==> config.mk <==
export PLATFORM = sky130hd
export DESIGN_NAME = brtg_guard
export DESIGN_NICKNAME = d
export VERILOG_FILES = /design/src/brtg_pkg.sv /design/src/brtg_div_if.sv /design/src/brtg_guard.sv /design/src/brtg_divider.sv
export SDC_FILE = /design/constraint.sdc
export NUM_CORES = 2
export LEC_CHECK = 0
export BUFFER_PORTS_ARGS = -buffer_cell sky130_fd_sc_hd__buf_2
export CORE_MARGIN = 3
export CORE_UTILIZATION = 67
export CTS_CLUSTER_SIZE = 25
export DETAILED_ROUTE_END_ITERATION = 7
export HOLD_SLACK_MARGIN = 0.02
export PLACE_DENSITY = 0.92
export SYNTH_ARGS = -nofsm -noshare
export SYNTH_HDL_FRONTEND = slang
export SYNTH_SLANG_ARGS = --single-unit
==> constraint.sdc <==
create_clock -name core_clk -period 29.2 [get_ports core_clk]
set_clock_uncertainty 0.15 [all_clocks]
set_input_delay 8.76 -clock core_clk [delete_from_list [all_inputs] [get_ports core_clk]]
set_output_delay 8.76 -clock core_clk [all_outputs]
set_load 0.005 [all_outputs]
==> src/brtg_pkg.sv <==
// constants for the brake resistor thermal guard
package brtg_pkg;
  // register byte offsets
  localparam logic [7:0] OFF_CTRL = 8'h00;
  localparam logic [7:0] OFF_POWER = 8'h04;
  localparam logic [7:0] OFF_TAU = 8'h08;
  localparam logic [7:0] OFF_RES = 8'h0C;
  localparam logic [7:0] OFF_EST = 8'h10;
  localparam logic [7:0] OFF_STATUS = 8'h14;
  localparam logic [7:0] OFF_MASK = 8'h18;
  // control fields
  localparam int CTRL_EN_BIT = 0;
  localparam int CTRL_MODE_LSB = 4;
  localparam logic [1:0] MODE_RESET = 2'h0;
  // status bits
  localparam int ST_WARN_BIT = 0;
  localparam int ST_TRIP_BIT = 1;
  localparam int ST_INH_BIT = 2;
  localparam int ST_CFG_BIT = 3;
  localparam int ST_W = 4;
  // estimate: 2^24 is full temperature
  localparam int EST_W = 25;
  localparam int EST_FRAC = 24;
  localparam logic [EST_W-1:0] EST_FULL = 25'h1000000;
  localparam logic [EST_W-1:0] EST_WARN = 25'h0C00000;
  localparam logic [EST_W-1:0] EST_RELEASE = 25'h0F33333;
  // resistance is held in 0.1 ohm units
  localparam logic [63:0] RES_SCALE = 64'hA;
  // model step of 1 ms at a 10 ns clock; thermal constant in ms
  localparam int CLK_PERIOD_NS = 10;
  localparam int TICK_NS = 1000000;
  localparam int TICK_CYCLES = TICK_NS / CLK_PERIOD_NS;
  localparam int DIV_W = 64;
  typedef enum logic [2:0] {
    BRTG_IDLE = 3'b000,
    BRTG_POW = 3'b001,
    BRTG_FRAC = 3'b011,
    BRTG_TAU = 3'b010,
    BRTG_APPLY = 3'b110
  } brtg_state_e;
endpackage

==> src/brtg_div_if.sv <==
// request and answer wires between the model and its divider
interface brtg_div_if #(
  parameter int W = 64
);
  logic start;
  logic [W-1:0] num;
  logic [W-1:0] den;
  logic done;
  logic [W-1:0] quot;
  modport requester (output start, output num, output den,
                     input done, input quot);
  modport divider (input start, input num, input den,
                   output done, output quot);
endinterface

==> src/brtg_guard.sv <==
// brake resistor thermal guard: model, protection and register slave
// Functional notes
// - keep estimate, zero ambient, full is maximum
// - warn above 75 % while switch conducts
// - modes 0 and 1 trip at 100 %
// - modes 2 and 3 force switch off instead
// - inhibit held until estimate below 95 %
//
// Design decisions made here: the register addresses and register access over Avalon-MM.
module brtg_guard
  import brtg_pkg::*;
#(
  parameter int TICK_CYC = TICK_CYCLES
) (
  input wire logic core_clk,
  input wire logic rst,
  input wire logic [7:0] avs_address,
  input wire logic avs_read,
  input wire logic avs_write,
  input wire logic [31:0] avs_writedata,
  output logic [31:0] avs_readdata,
  output logic avs_waitrequest,
  input wire logic brake_request,
  input wire logic [15:0] dc_bus_voltage,
  output logic brake_gate_en,
  output logic brake_heat_warning,
  output logic resistor_overtemp_trip,
  output logic irq
);
  if (TICK_CYC < 2 * DIV_W + 8 || TICK_CYC > 32'h00FF_FFFF)
    $error("brtg_guard: TICK_CYC out of range");

  brtg_div_if #(.W(DIV_W)) div_bus ();

  brtg_divider #(.W(DIV_W)) u_div (
    .core_clk(core_clk),
    .rst(rst),
    .div(div_bus.divider)
  );

  // configuration and status registers
  logic enable_r, enable_nxt;
  logic [1:0] overload_protection_mode_r, overload_protection_mode_nxt;
  logic [15:0] resistor_rated_power_r, resistor_rated_power_nxt;
  logic [15:0] resistor_thermal_time_constant_r;
  logic [15:0] resistor_thermal_time_constant_nxt;
  logic [15:0] resistor_resistance_value_r, resistor_resistance_value_nxt;
  logic [ST_W-1:0] status_r, status_nxt, mask_r, mask_nxt;
  logic ack_r, ack_nxt;
  logic [31:0] rdata_r, rdata_nxt;
  logic wr_take, cfg_ok, run;
  logic [ST_W-1:0] events;

  brtg_state_e state_r, state_nxt;
  logic [23:0] tick_r, tick_nxt;
  logic [EST_W-1:0] resistor_temperature_estimate_r, est_nxt;
  logic [DIV_W-1:0] num_r, num_nxt, den_r, den_nxt;
  logic start_r, start_nxt, heating_r, heating_nxt;
  logic [DIV_W-1:0] est_wide, sum;

  logic trip_r, trip_nxt, inhibit_r, inhibit_nxt, warn_q;

  assign cfg_ok = (resistor_rated_power_r != 16'h0000) &&
                  (resistor_thermal_time_constant_r != 16'h0000) &&
                  (resistor_resistance_value_r != 16'h0000);
  assign run = enable_r && cfg_ok;
  assign wr_take = avs_write && ack_r;
  assign avs_waitrequest = (avs_read || avs_write) && !ack_r;
  assign avs_readdata = rdata_r;

  // register slave: answer one cycle after the request appears
  always_comb
  begin
    ack_nxt = (avs_read || avs_write) && !ack_r;
    rdata_nxt = rdata_r;
    enable_nxt = enable_r;
    overload_protection_mode_nxt = overload_protection_mode_r;
    resistor_rated_power_nxt = resistor_rated_power_r;
    resistor_thermal_time_constant_nxt = resistor_thermal_time_constant_r;
    resistor_resistance_value_nxt = resistor_resistance_value_r;
    mask_nxt = mask_r;
    if (avs_read && !ack_r)
    begin
      unique case (avs_address)
        OFF_CTRL: rdata_nxt = {26'h0, overload_protection_mode_r,
                               3'h0, enable_r};
        OFF_POWER: rdata_nxt = {16'h0, resistor_rated_power_r};
        OFF_TAU: rdata_nxt = {16'h0, resistor_thermal_time_constant_r};
        OFF_RES: rdata_nxt = {16'h0, resistor_resistance_value_r};
        OFF_EST: rdata_nxt = {7'h0, resistor_temperature_estimate_r};
        OFF_STATUS: rdata_nxt = {28'h0, status_r};
        OFF_MASK: rdata_nxt = {28'h0, mask_r};
        default: rdata_nxt = 32'h0000_0000;
      endcase
    end
    if (wr_take)
    begin
      unique case (avs_address)
        OFF_CTRL:
        begin
          enable_nxt = avs_writedata[CTRL_EN_BIT];
          overload_protection_mode_nxt =
            avs_writedata[CTRL_MODE_LSB +: 2];
        end
        OFF_POWER: resistor_rated_power_nxt = avs_writedata[15:0];
        OFF_TAU: resistor_thermal_time_constant_nxt = avs_writedata[15:0];
        OFF_RES: resistor_resistance_value_nxt = avs_writedata[15:0];
        OFF_MASK: mask_nxt = avs_writedata[ST_W-1:0];
        default: ;
      endcase
    end
    // a new event wins over a clearing write
    status_nxt = status_r | events;
    if (wr_take && avs_address == OFF_STATUS)
      status_nxt = (status_r & ~avs_writedata[ST_W-1:0]) | events;
  end

  always_ff @(posedge core_clk)
  begin
    if (rst)
    begin
      ack_r <= 1'b0;
      rdata_r <= 32'h0000_0000;
      enable_r <= 1'b0;
      overload_protection_mode_r <= MODE_RESET;
      resistor_rated_power_r <= 16'h0000;
      resistor_thermal_time_constant_r <= 16'h0000;
      resistor_resistance_value_r <= 16'h0000;
      status_r <= '0;
      mask_r <= '0;
    end
    else
    begin
      ack_r <= ack_nxt;
      rdata_r <= rdata_nxt;
      enable_r <= enable_nxt;
      overload_protection_mode_r <= overload_protection_mode_nxt;
      resistor_rated_power_r <= resistor_rated_power_nxt;
      resistor_thermal_time_constant_r <=
        resistor_thermal_time_constant_nxt;
      resistor_resistance_value_r <= resistor_resistance_value_nxt;
      status_r <= status_nxt;
      mask_r <= mask_nxt;
    end
  end

  // thermal model: one step per tick
  assign est_wide = {{(DIV_W-EST_W){1'b0}}, resistor_temperature_estimate_r};
  assign sum = est_wide + div_bus.quot;
  assign div_bus.start = start_r;
  assign div_bus.num = num_r;
  assign div_bus.den = den_r;

  always_comb
  begin
    state_nxt = state_r;
    tick_nxt = tick_r;
    est_nxt = resistor_temperature_estimate_r;
    num_nxt = num_r;
    den_nxt = den_r;
    start_nxt = 1'b0;
    heating_nxt = heating_r;
    if (!run)
    begin
      state_nxt = BRTG_IDLE;
      tick_nxt = 24'h000000;
      est_nxt = '0;
    end
    else
    begin
      unique case (state_r)
        BRTG_IDLE:
        begin
          tick_nxt = tick_r + 24'h000001;
          if (tick_r == 24'(TICK_CYC - 1))
          begin
            tick_nxt = 24'h000000;
            if (brake_gate_en)
            begin
              // power in W: V^2 * 10 / (R in 0.1 ohm)
              num_nxt = 64'(dc_bus_voltage) * 64'(dc_bus_voltage)
                        * RES_SCALE;
              den_nxt = 64'(resistor_resistance_value_r);
              start_nxt = 1'b1;
              state_nxt = BRTG_POW;
            end
            else
            begin
              state_nxt = BRTG_TAU;
              start_nxt = 1'b1;
              num_nxt = est_wide;
              den_nxt = 64'(resistor_thermal_time_constant_r);
              heating_nxt = 1'b0;
            end
          end
        end
        BRTG_POW:
          if (div_bus.done)
          begin
            // dissipated power relative to rating, full scale 2^24
            num_nxt = {div_bus.quot[DIV_W-EST_FRAC-1:0],
                       {EST_FRAC{1'b0}}};
            den_nxt = 64'(resistor_rated_power_r);
            start_nxt = 1'b1;
            state_nxt = BRTG_FRAC;
          end
        BRTG_FRAC:
          if (div_bus.done)
          begin
            heating_nxt = div_bus.quot > est_wide;
            num_nxt = (div_bus.quot > est_wide) ?
                      div_bus.quot - est_wide : est_wide - div_bus.quot;
            den_nxt = 64'(resistor_thermal_time_constant_r);
            start_nxt = 1'b1;
            state_nxt = BRTG_TAU;
          end
        BRTG_TAU:
          if (div_bus.done)
            state_nxt = BRTG_APPLY;
        BRTG_APPLY:
        begin
          // first order step toward the power ratio, 1 ms over tau
          if (heating_r)
            est_nxt = (sum >= 64'(EST_FULL)) ? EST_FULL
                      : sum[EST_W-1:0];
          else
            est_nxt = resistor_temperature_estimate_r
                      - div_bus.quot[EST_W-1:0];
          state_nxt = BRTG_IDLE;
        end
      endcase
    end
  end

  always_ff @(posedge core_clk)
  begin
    if (rst)
    begin
      state_r <= BRTG_IDLE;
      tick_r <= 24'h000000;
      resistor_temperature_estimate_r <= '0;
      num_r <= '0;
      den_r <= '0;
      start_r <= 1'b0;
      heating_r <= 1'b0;
    end
    else
    begin
      state_r <= state_nxt;
      tick_r <= tick_nxt;
      resistor_temperature_estimate_r <= est_nxt;
      num_r <= num_nxt;
      den_r <= den_nxt;
      start_r <= start_nxt;
      heating_r <= heating_nxt;
    end
  end

  // protection
  always_comb
  begin
    trip_nxt = run && (trip_r || (!overload_protection_mode_r[1] &&
               resistor_temperature_estimate_r >= EST_FULL));
    if (inhibit_r)
      inhibit_nxt = run && overload_protection_mode_r[1] &&
                    resistor_temperature_estimate_r >= EST_RELEASE;
    else
      inhibit_nxt = run && overload_protection_mode_r[1] &&
                    resistor_temperature_estimate_r >= EST_FULL;
    events = '0;
    events[ST_WARN_BIT] = brake_heat_warning && !warn_q;
    events[ST_TRIP_BIT] = trip_nxt && !trip_r;
    events[ST_INH_BIT] = inhibit_nxt && !inhibit_r;
    events[ST_CFG_BIT] = enable_r && !cfg_ok;
  end

  always_ff @(posedge core_clk)
  begin
    if (rst)
    begin
      trip_r <= 1'b0;
      inhibit_r <= 1'b0;
      warn_q <= 1'b0;
    end
    else
    begin
      trip_r <= trip_nxt;
      inhibit_r <= inhibit_nxt;
      warn_q <= brake_heat_warning;
    end
  end

  assign brake_gate_en = brake_request && !inhibit_r;
  assign brake_heat_warning = brake_gate_en &&
    resistor_temperature_estimate_r > EST_WARN;
  assign resistor_overtemp_trip = trip_r;
  assign irq = |(status_r & mask_r);
endmodule

==> src/brtg_divider.sv <==
// serial restoring divider, one quotient bit per clock
module brtg_divider #(
  parameter int W = 64
) (
  input wire logic core_clk,
  input wire logic rst,
  brtg_div_if.divider div
);
  if (W < 8 || W > 128)
    $error("brtg_divider: W out of range");

  logic [W:0] rem_r, rem_nxt;
  logic [W-1:0] quo_r, quo_nxt;
  logic [7:0] cnt_r, cnt_nxt;
  logic done_r, done_nxt;
  logic [W:0] trial;

  always_comb
  begin
    rem_nxt = rem_r;
    quo_nxt = quo_r;
    cnt_nxt = cnt_r;
    done_nxt = 1'b0;
    trial = {rem_r[W-1:0], quo_r[W-1]};
    if (div.start)
    begin
      rem_nxt = '0;
      quo_nxt = div.num;
      cnt_nxt = 8'(W);
    end
    else if (cnt_r != 8'h00)
    begin
      // den of zero yields all ones
      if (trial >= {1'b0, div.den})
      begin
        rem_nxt = trial - {1'b0, div.den};
        quo_nxt = {quo_r[W-2:0], 1'b1};
      end
      else
      begin
        rem_nxt = trial;
        quo_nxt = {quo_r[W-2:0], 1'b0};
      end
      cnt_nxt = cnt_r - 8'h01;
      done_nxt = (cnt_r == 8'h01);
    end
  end

  always_ff @(posedge core_clk)
  begin
    if (rst)
    begin
      rem_r <= '0;
      quo_r <= '0;
      cnt_r <= 8'h00;
      done_r <= 1'b0;
    end
    else
    begin
      rem_r <= rem_nxt;
      quo_r <= quo_nxt;
      cnt_r <= cnt_nxt;
      done_r <= done_nxt;
    end
  end

  assign div.done = done_r;
  assign div.quot = quo_r;
endmodule

==> metrics.md <==
| Metric | Value |
|---|---|
| Max Transition Viols Final | 0 |
| Pin count of the biggest net entering global routing | 94 |
| Async set-reset flop share out of synthesis | 0 |
| Critical path's slowest cell | buf_4 |
| Syn avg cell area | 7.58 um2 |
| Post-DP HPWL | 84.4 mm |
| Crit path capture type | output pin |
| Sequential share of the synthesized area | 0.216 |
| Period utilisation layout | 0.650 |
| Worst-Margin Slew | 1190 ps |
| Startpoint Class | input port |
| Worst-path clk slew | 60 ps |
| CP delay by family, top | buffers and inverters |
| H-tree Lvls | 2 |
| Final TNS setup | 0 ps |
| Iteration-0 DRC Markers | 4711 |
| Fraction of layout cells with a size suffix above 1 | 0.0657 |
| EDFF count, synth | 0 |
| Status | finished, violations left |
| Area leader, netlist | dfxtp_1 |
| Crit-path cells | buf_2 -> nand2b_1 -> buf_4 -> inv_1 -> buf_4 -> nand2_1 -> inv_1 -> buf_2 |
| Worst EP arrival | 10060 ps |
| Post-Syn Instances | 4384 |
| Clock Sinks | 359 |
| Fin cells | 4989 |
| Max Cap Viol | 0 |
| Longest Clk Path Bufs | 3 |
| Initial antenna violation count | 5 |
| Share of the synthesized area in the top cell type | 0.216 |
| DR vias/cell | 6.79 |
| Global-route wire length before repair | 181 mm |
| Unrepaired setup endpoints after global routing | no |
| Nets | 4762 |
| Crit Path Category | in2out |
| Synth Register Bits | 359 |
| Core ar. | 0.0490 mm2 |
| Worst EP required | 20290 ps |
| Final hold vios | 0 |
| CTS tree | yes |
| Max incr delay on CP | 360 ps |
| GPL Wtd Cong | 1.05 |
| Placed Instances | 4913 |
| Die width | 229 um |
| Final setup fails | 0 |
| Worst hold path class | reg2reg |
| CTS Buf Count | 40 |
| Die ar. | 0.0523 mm2 |
| Total routed wirelength | 117 mm |
| Post-synthesis cell area | 0.0333 mm2 |
| Chip height | 229 um |
| Global Route Usage Sum | 0.431 |
| CTS root buf | clkbuf_16 |
| PortBufs | 74 |
| Fmax | 52.7 MHz |
| Crit path buffers/inverters | 6 |
| Per-cell routed wire length | 23.4 um |
| # hold bufs at CTS | 0 |
| # fillers | 3821 |
| Slew margin rel. | 0.196 |
| Clk Latency, worst-skew pair | 600 ps |
| # rows | 81 |
| Starting density of the core | 0.679 |
| Vias in the first global route | 32500 |
| Post-CTS setup buffer count | 0 |
| Post-route ant nets | 0 |
| DRC | 31 |
| Syn-to-layout area delta | 5.95% |
| Fin crit period | 18970 ps |
| I/O pins | 98 |
| GR Overflow Total | 0 |
| Synth Flop Type | dfxtp_1 |
| DR pass1 iterations | 8 |
| Via count | 33900 |
| Cell variety after synth | 100 |
| Total number of yosys warnings | 0 |
| # resized after CTS | 0 |
| Crit Path Max Fanout | 33 |
| Failing checks | design-rule violations |
| Synth area leaders | dfxtp_1 (22%), fa_1 (9.9%), ha_1 (9.3%), a21oi_1 (6.4%), nand2_1 (5.5%) |
-- flip-flops by register name, indices dropped and copies added (netlist names), 2 cells and up --
name / cells
status_r: 4
resistor_resistance_value_r: 16
mask_r: 4
resistor_thermal_time_constant_r: 16
div_bus.num: 64
u_div.div.quot: 64
resistor_temperature_estimate_r: 25
u_div.cnt_r: 8
resistor_rated_power_r: 16
overload_protection_mode_r: 2
tick_r: 24
u_div.rem_r: 64
avs_readdata: 25
state_r: 3
den_r: 16
-- through the flow --
stage | util | setup WS [ps] | hold slack [ps] | area [um2]
global route | 0.720 | 10180 | 331 | 35200
detailed placement | 0.691 | 10310 | 297 | 33800
CTS | 0.720 | 10290 | 305 | 35200
finish | 0.720 | 10230 | 303 | 35200
global placement | 0.691 | 10360 | 286 | 33800
floorplan | - | 10730 | 281 | 33300
-- cells in the final DEF (no fill, tap or decap), drive strengths merged, types with 14 or more instances in the layout --
cell / netlist / layout
o22ai: 26 / 26
nand4: 54 / 54
or3: 40 / 40
o31ai: 34 / 34
o21a: 25 / 25
nor2: 463 / 463
a211oi: 81 / 81
a22oi: 26 / 26
o21ai: 160 / 160
ha: 246 / 246
o21bai: 22 / 22
nor4: 56 / 56
inv: 355 / 356
xnor2: 157 / 157
or4: 27 / 27
a21o: 55 / 55
nor2b: 36 / 36
a21oi: 428 / 428
a31oi: 33 / 33
o211ai: 17 / 17
and3: 23 / 23
dfxtp: 359 / 359
o32ai: 24 / 24
nand3: 94 / 94
and2: 66 / 66
mux2i: 38 / 38
clkbuf: 224 / 60
nand2: 491 / 491
xor2: 81 / 81
fa: 164 / 164
buf: 45 / 127
or2: 30 / 30
nand2b: 31 / 31
nor3: 134 / 134
a222oi: 14 / 14
a221oi: 42 / 42
-- final timing paths --
path	startpoint	to	slack (ps)	cells after the start
setup / recovery	brake_request	brake_heat_warning	10230	8
hold / removal	div_bus.num[18]	div_bus.num[18]	300	2
setup reg to reg	u_div.div.quot[13]	resistor_temperature_estimate_r[19]	22930	13
hold reg to reg	div_bus.num[18]	div_bus.num[18]	300	2
-- area by class of cell --
| type | count | area (um2) | area share |
|---|---|---|---|
| antenna | 3 | 7.51 | 0.000213 |
| clock buffer | 60 | 1170 | 0.0331 |
| clock inverter | 13 | 211 | 0.00600 |
| inverter | 357 | 1340 | 0.0380 |
| multi-input combinational | 3406 | 23700 | 0.673 |
| sequential | 359 | 7190 | 0.204 |
| tap | 664 | 831 | 0.0236 |
| timing repair buffer | 127 | 774 | 0.0220 |
-- worst register-to-register path: stages, from the launching register on --
cell and delay, ps:
dfxtp_1 660, inv_1 100, ha_1 690, inv_1 210, a21oi_1 350, o31ai_1 160
o21ai_0 870, a2111oi_0 260, a221o_1 360, or4_1 390, or4_1 460, nor3_1 910
nand2_1 240, o31ai_1 330
-- kinds of logic after synthesis --
family                     share of synthesized area
AOI/OAI and AO/OA                              0.214
and+or+nand+nor                                0.228
muxes                                         0.0141
xor gates and xnor gates                      0.0627
DFF                                            0.216
other                                       0.000113
buffers and inverters                         0.0731
adders and majority gates                      0.191
-- synth_stat cells (79+ instances only) --
cell type and instances:
dfxtp_1 359, a211oi_1 79, nand2_1 489, a21oi_1 427, ha_1 246, nand3_1 93
nor3_1 131, nor2_1 462, inv_1 351, xnor2_1 157, fa_1 164, clkbuf_1 224
xor2_1 81, o21ai_0 150
-- metal layers --
layer | global-route usage | routed length (um)
met2 | 0.670 | 50700
met5 | 0 | 47
met3 | 0.106 | 13900
met4 | 0.259 | 8750
met1 | 0.543 | 43200
Power is left out: the tool's default activity adds up to more than one toggle a clock period on the data nets, which glitch-free logic cannot reach.
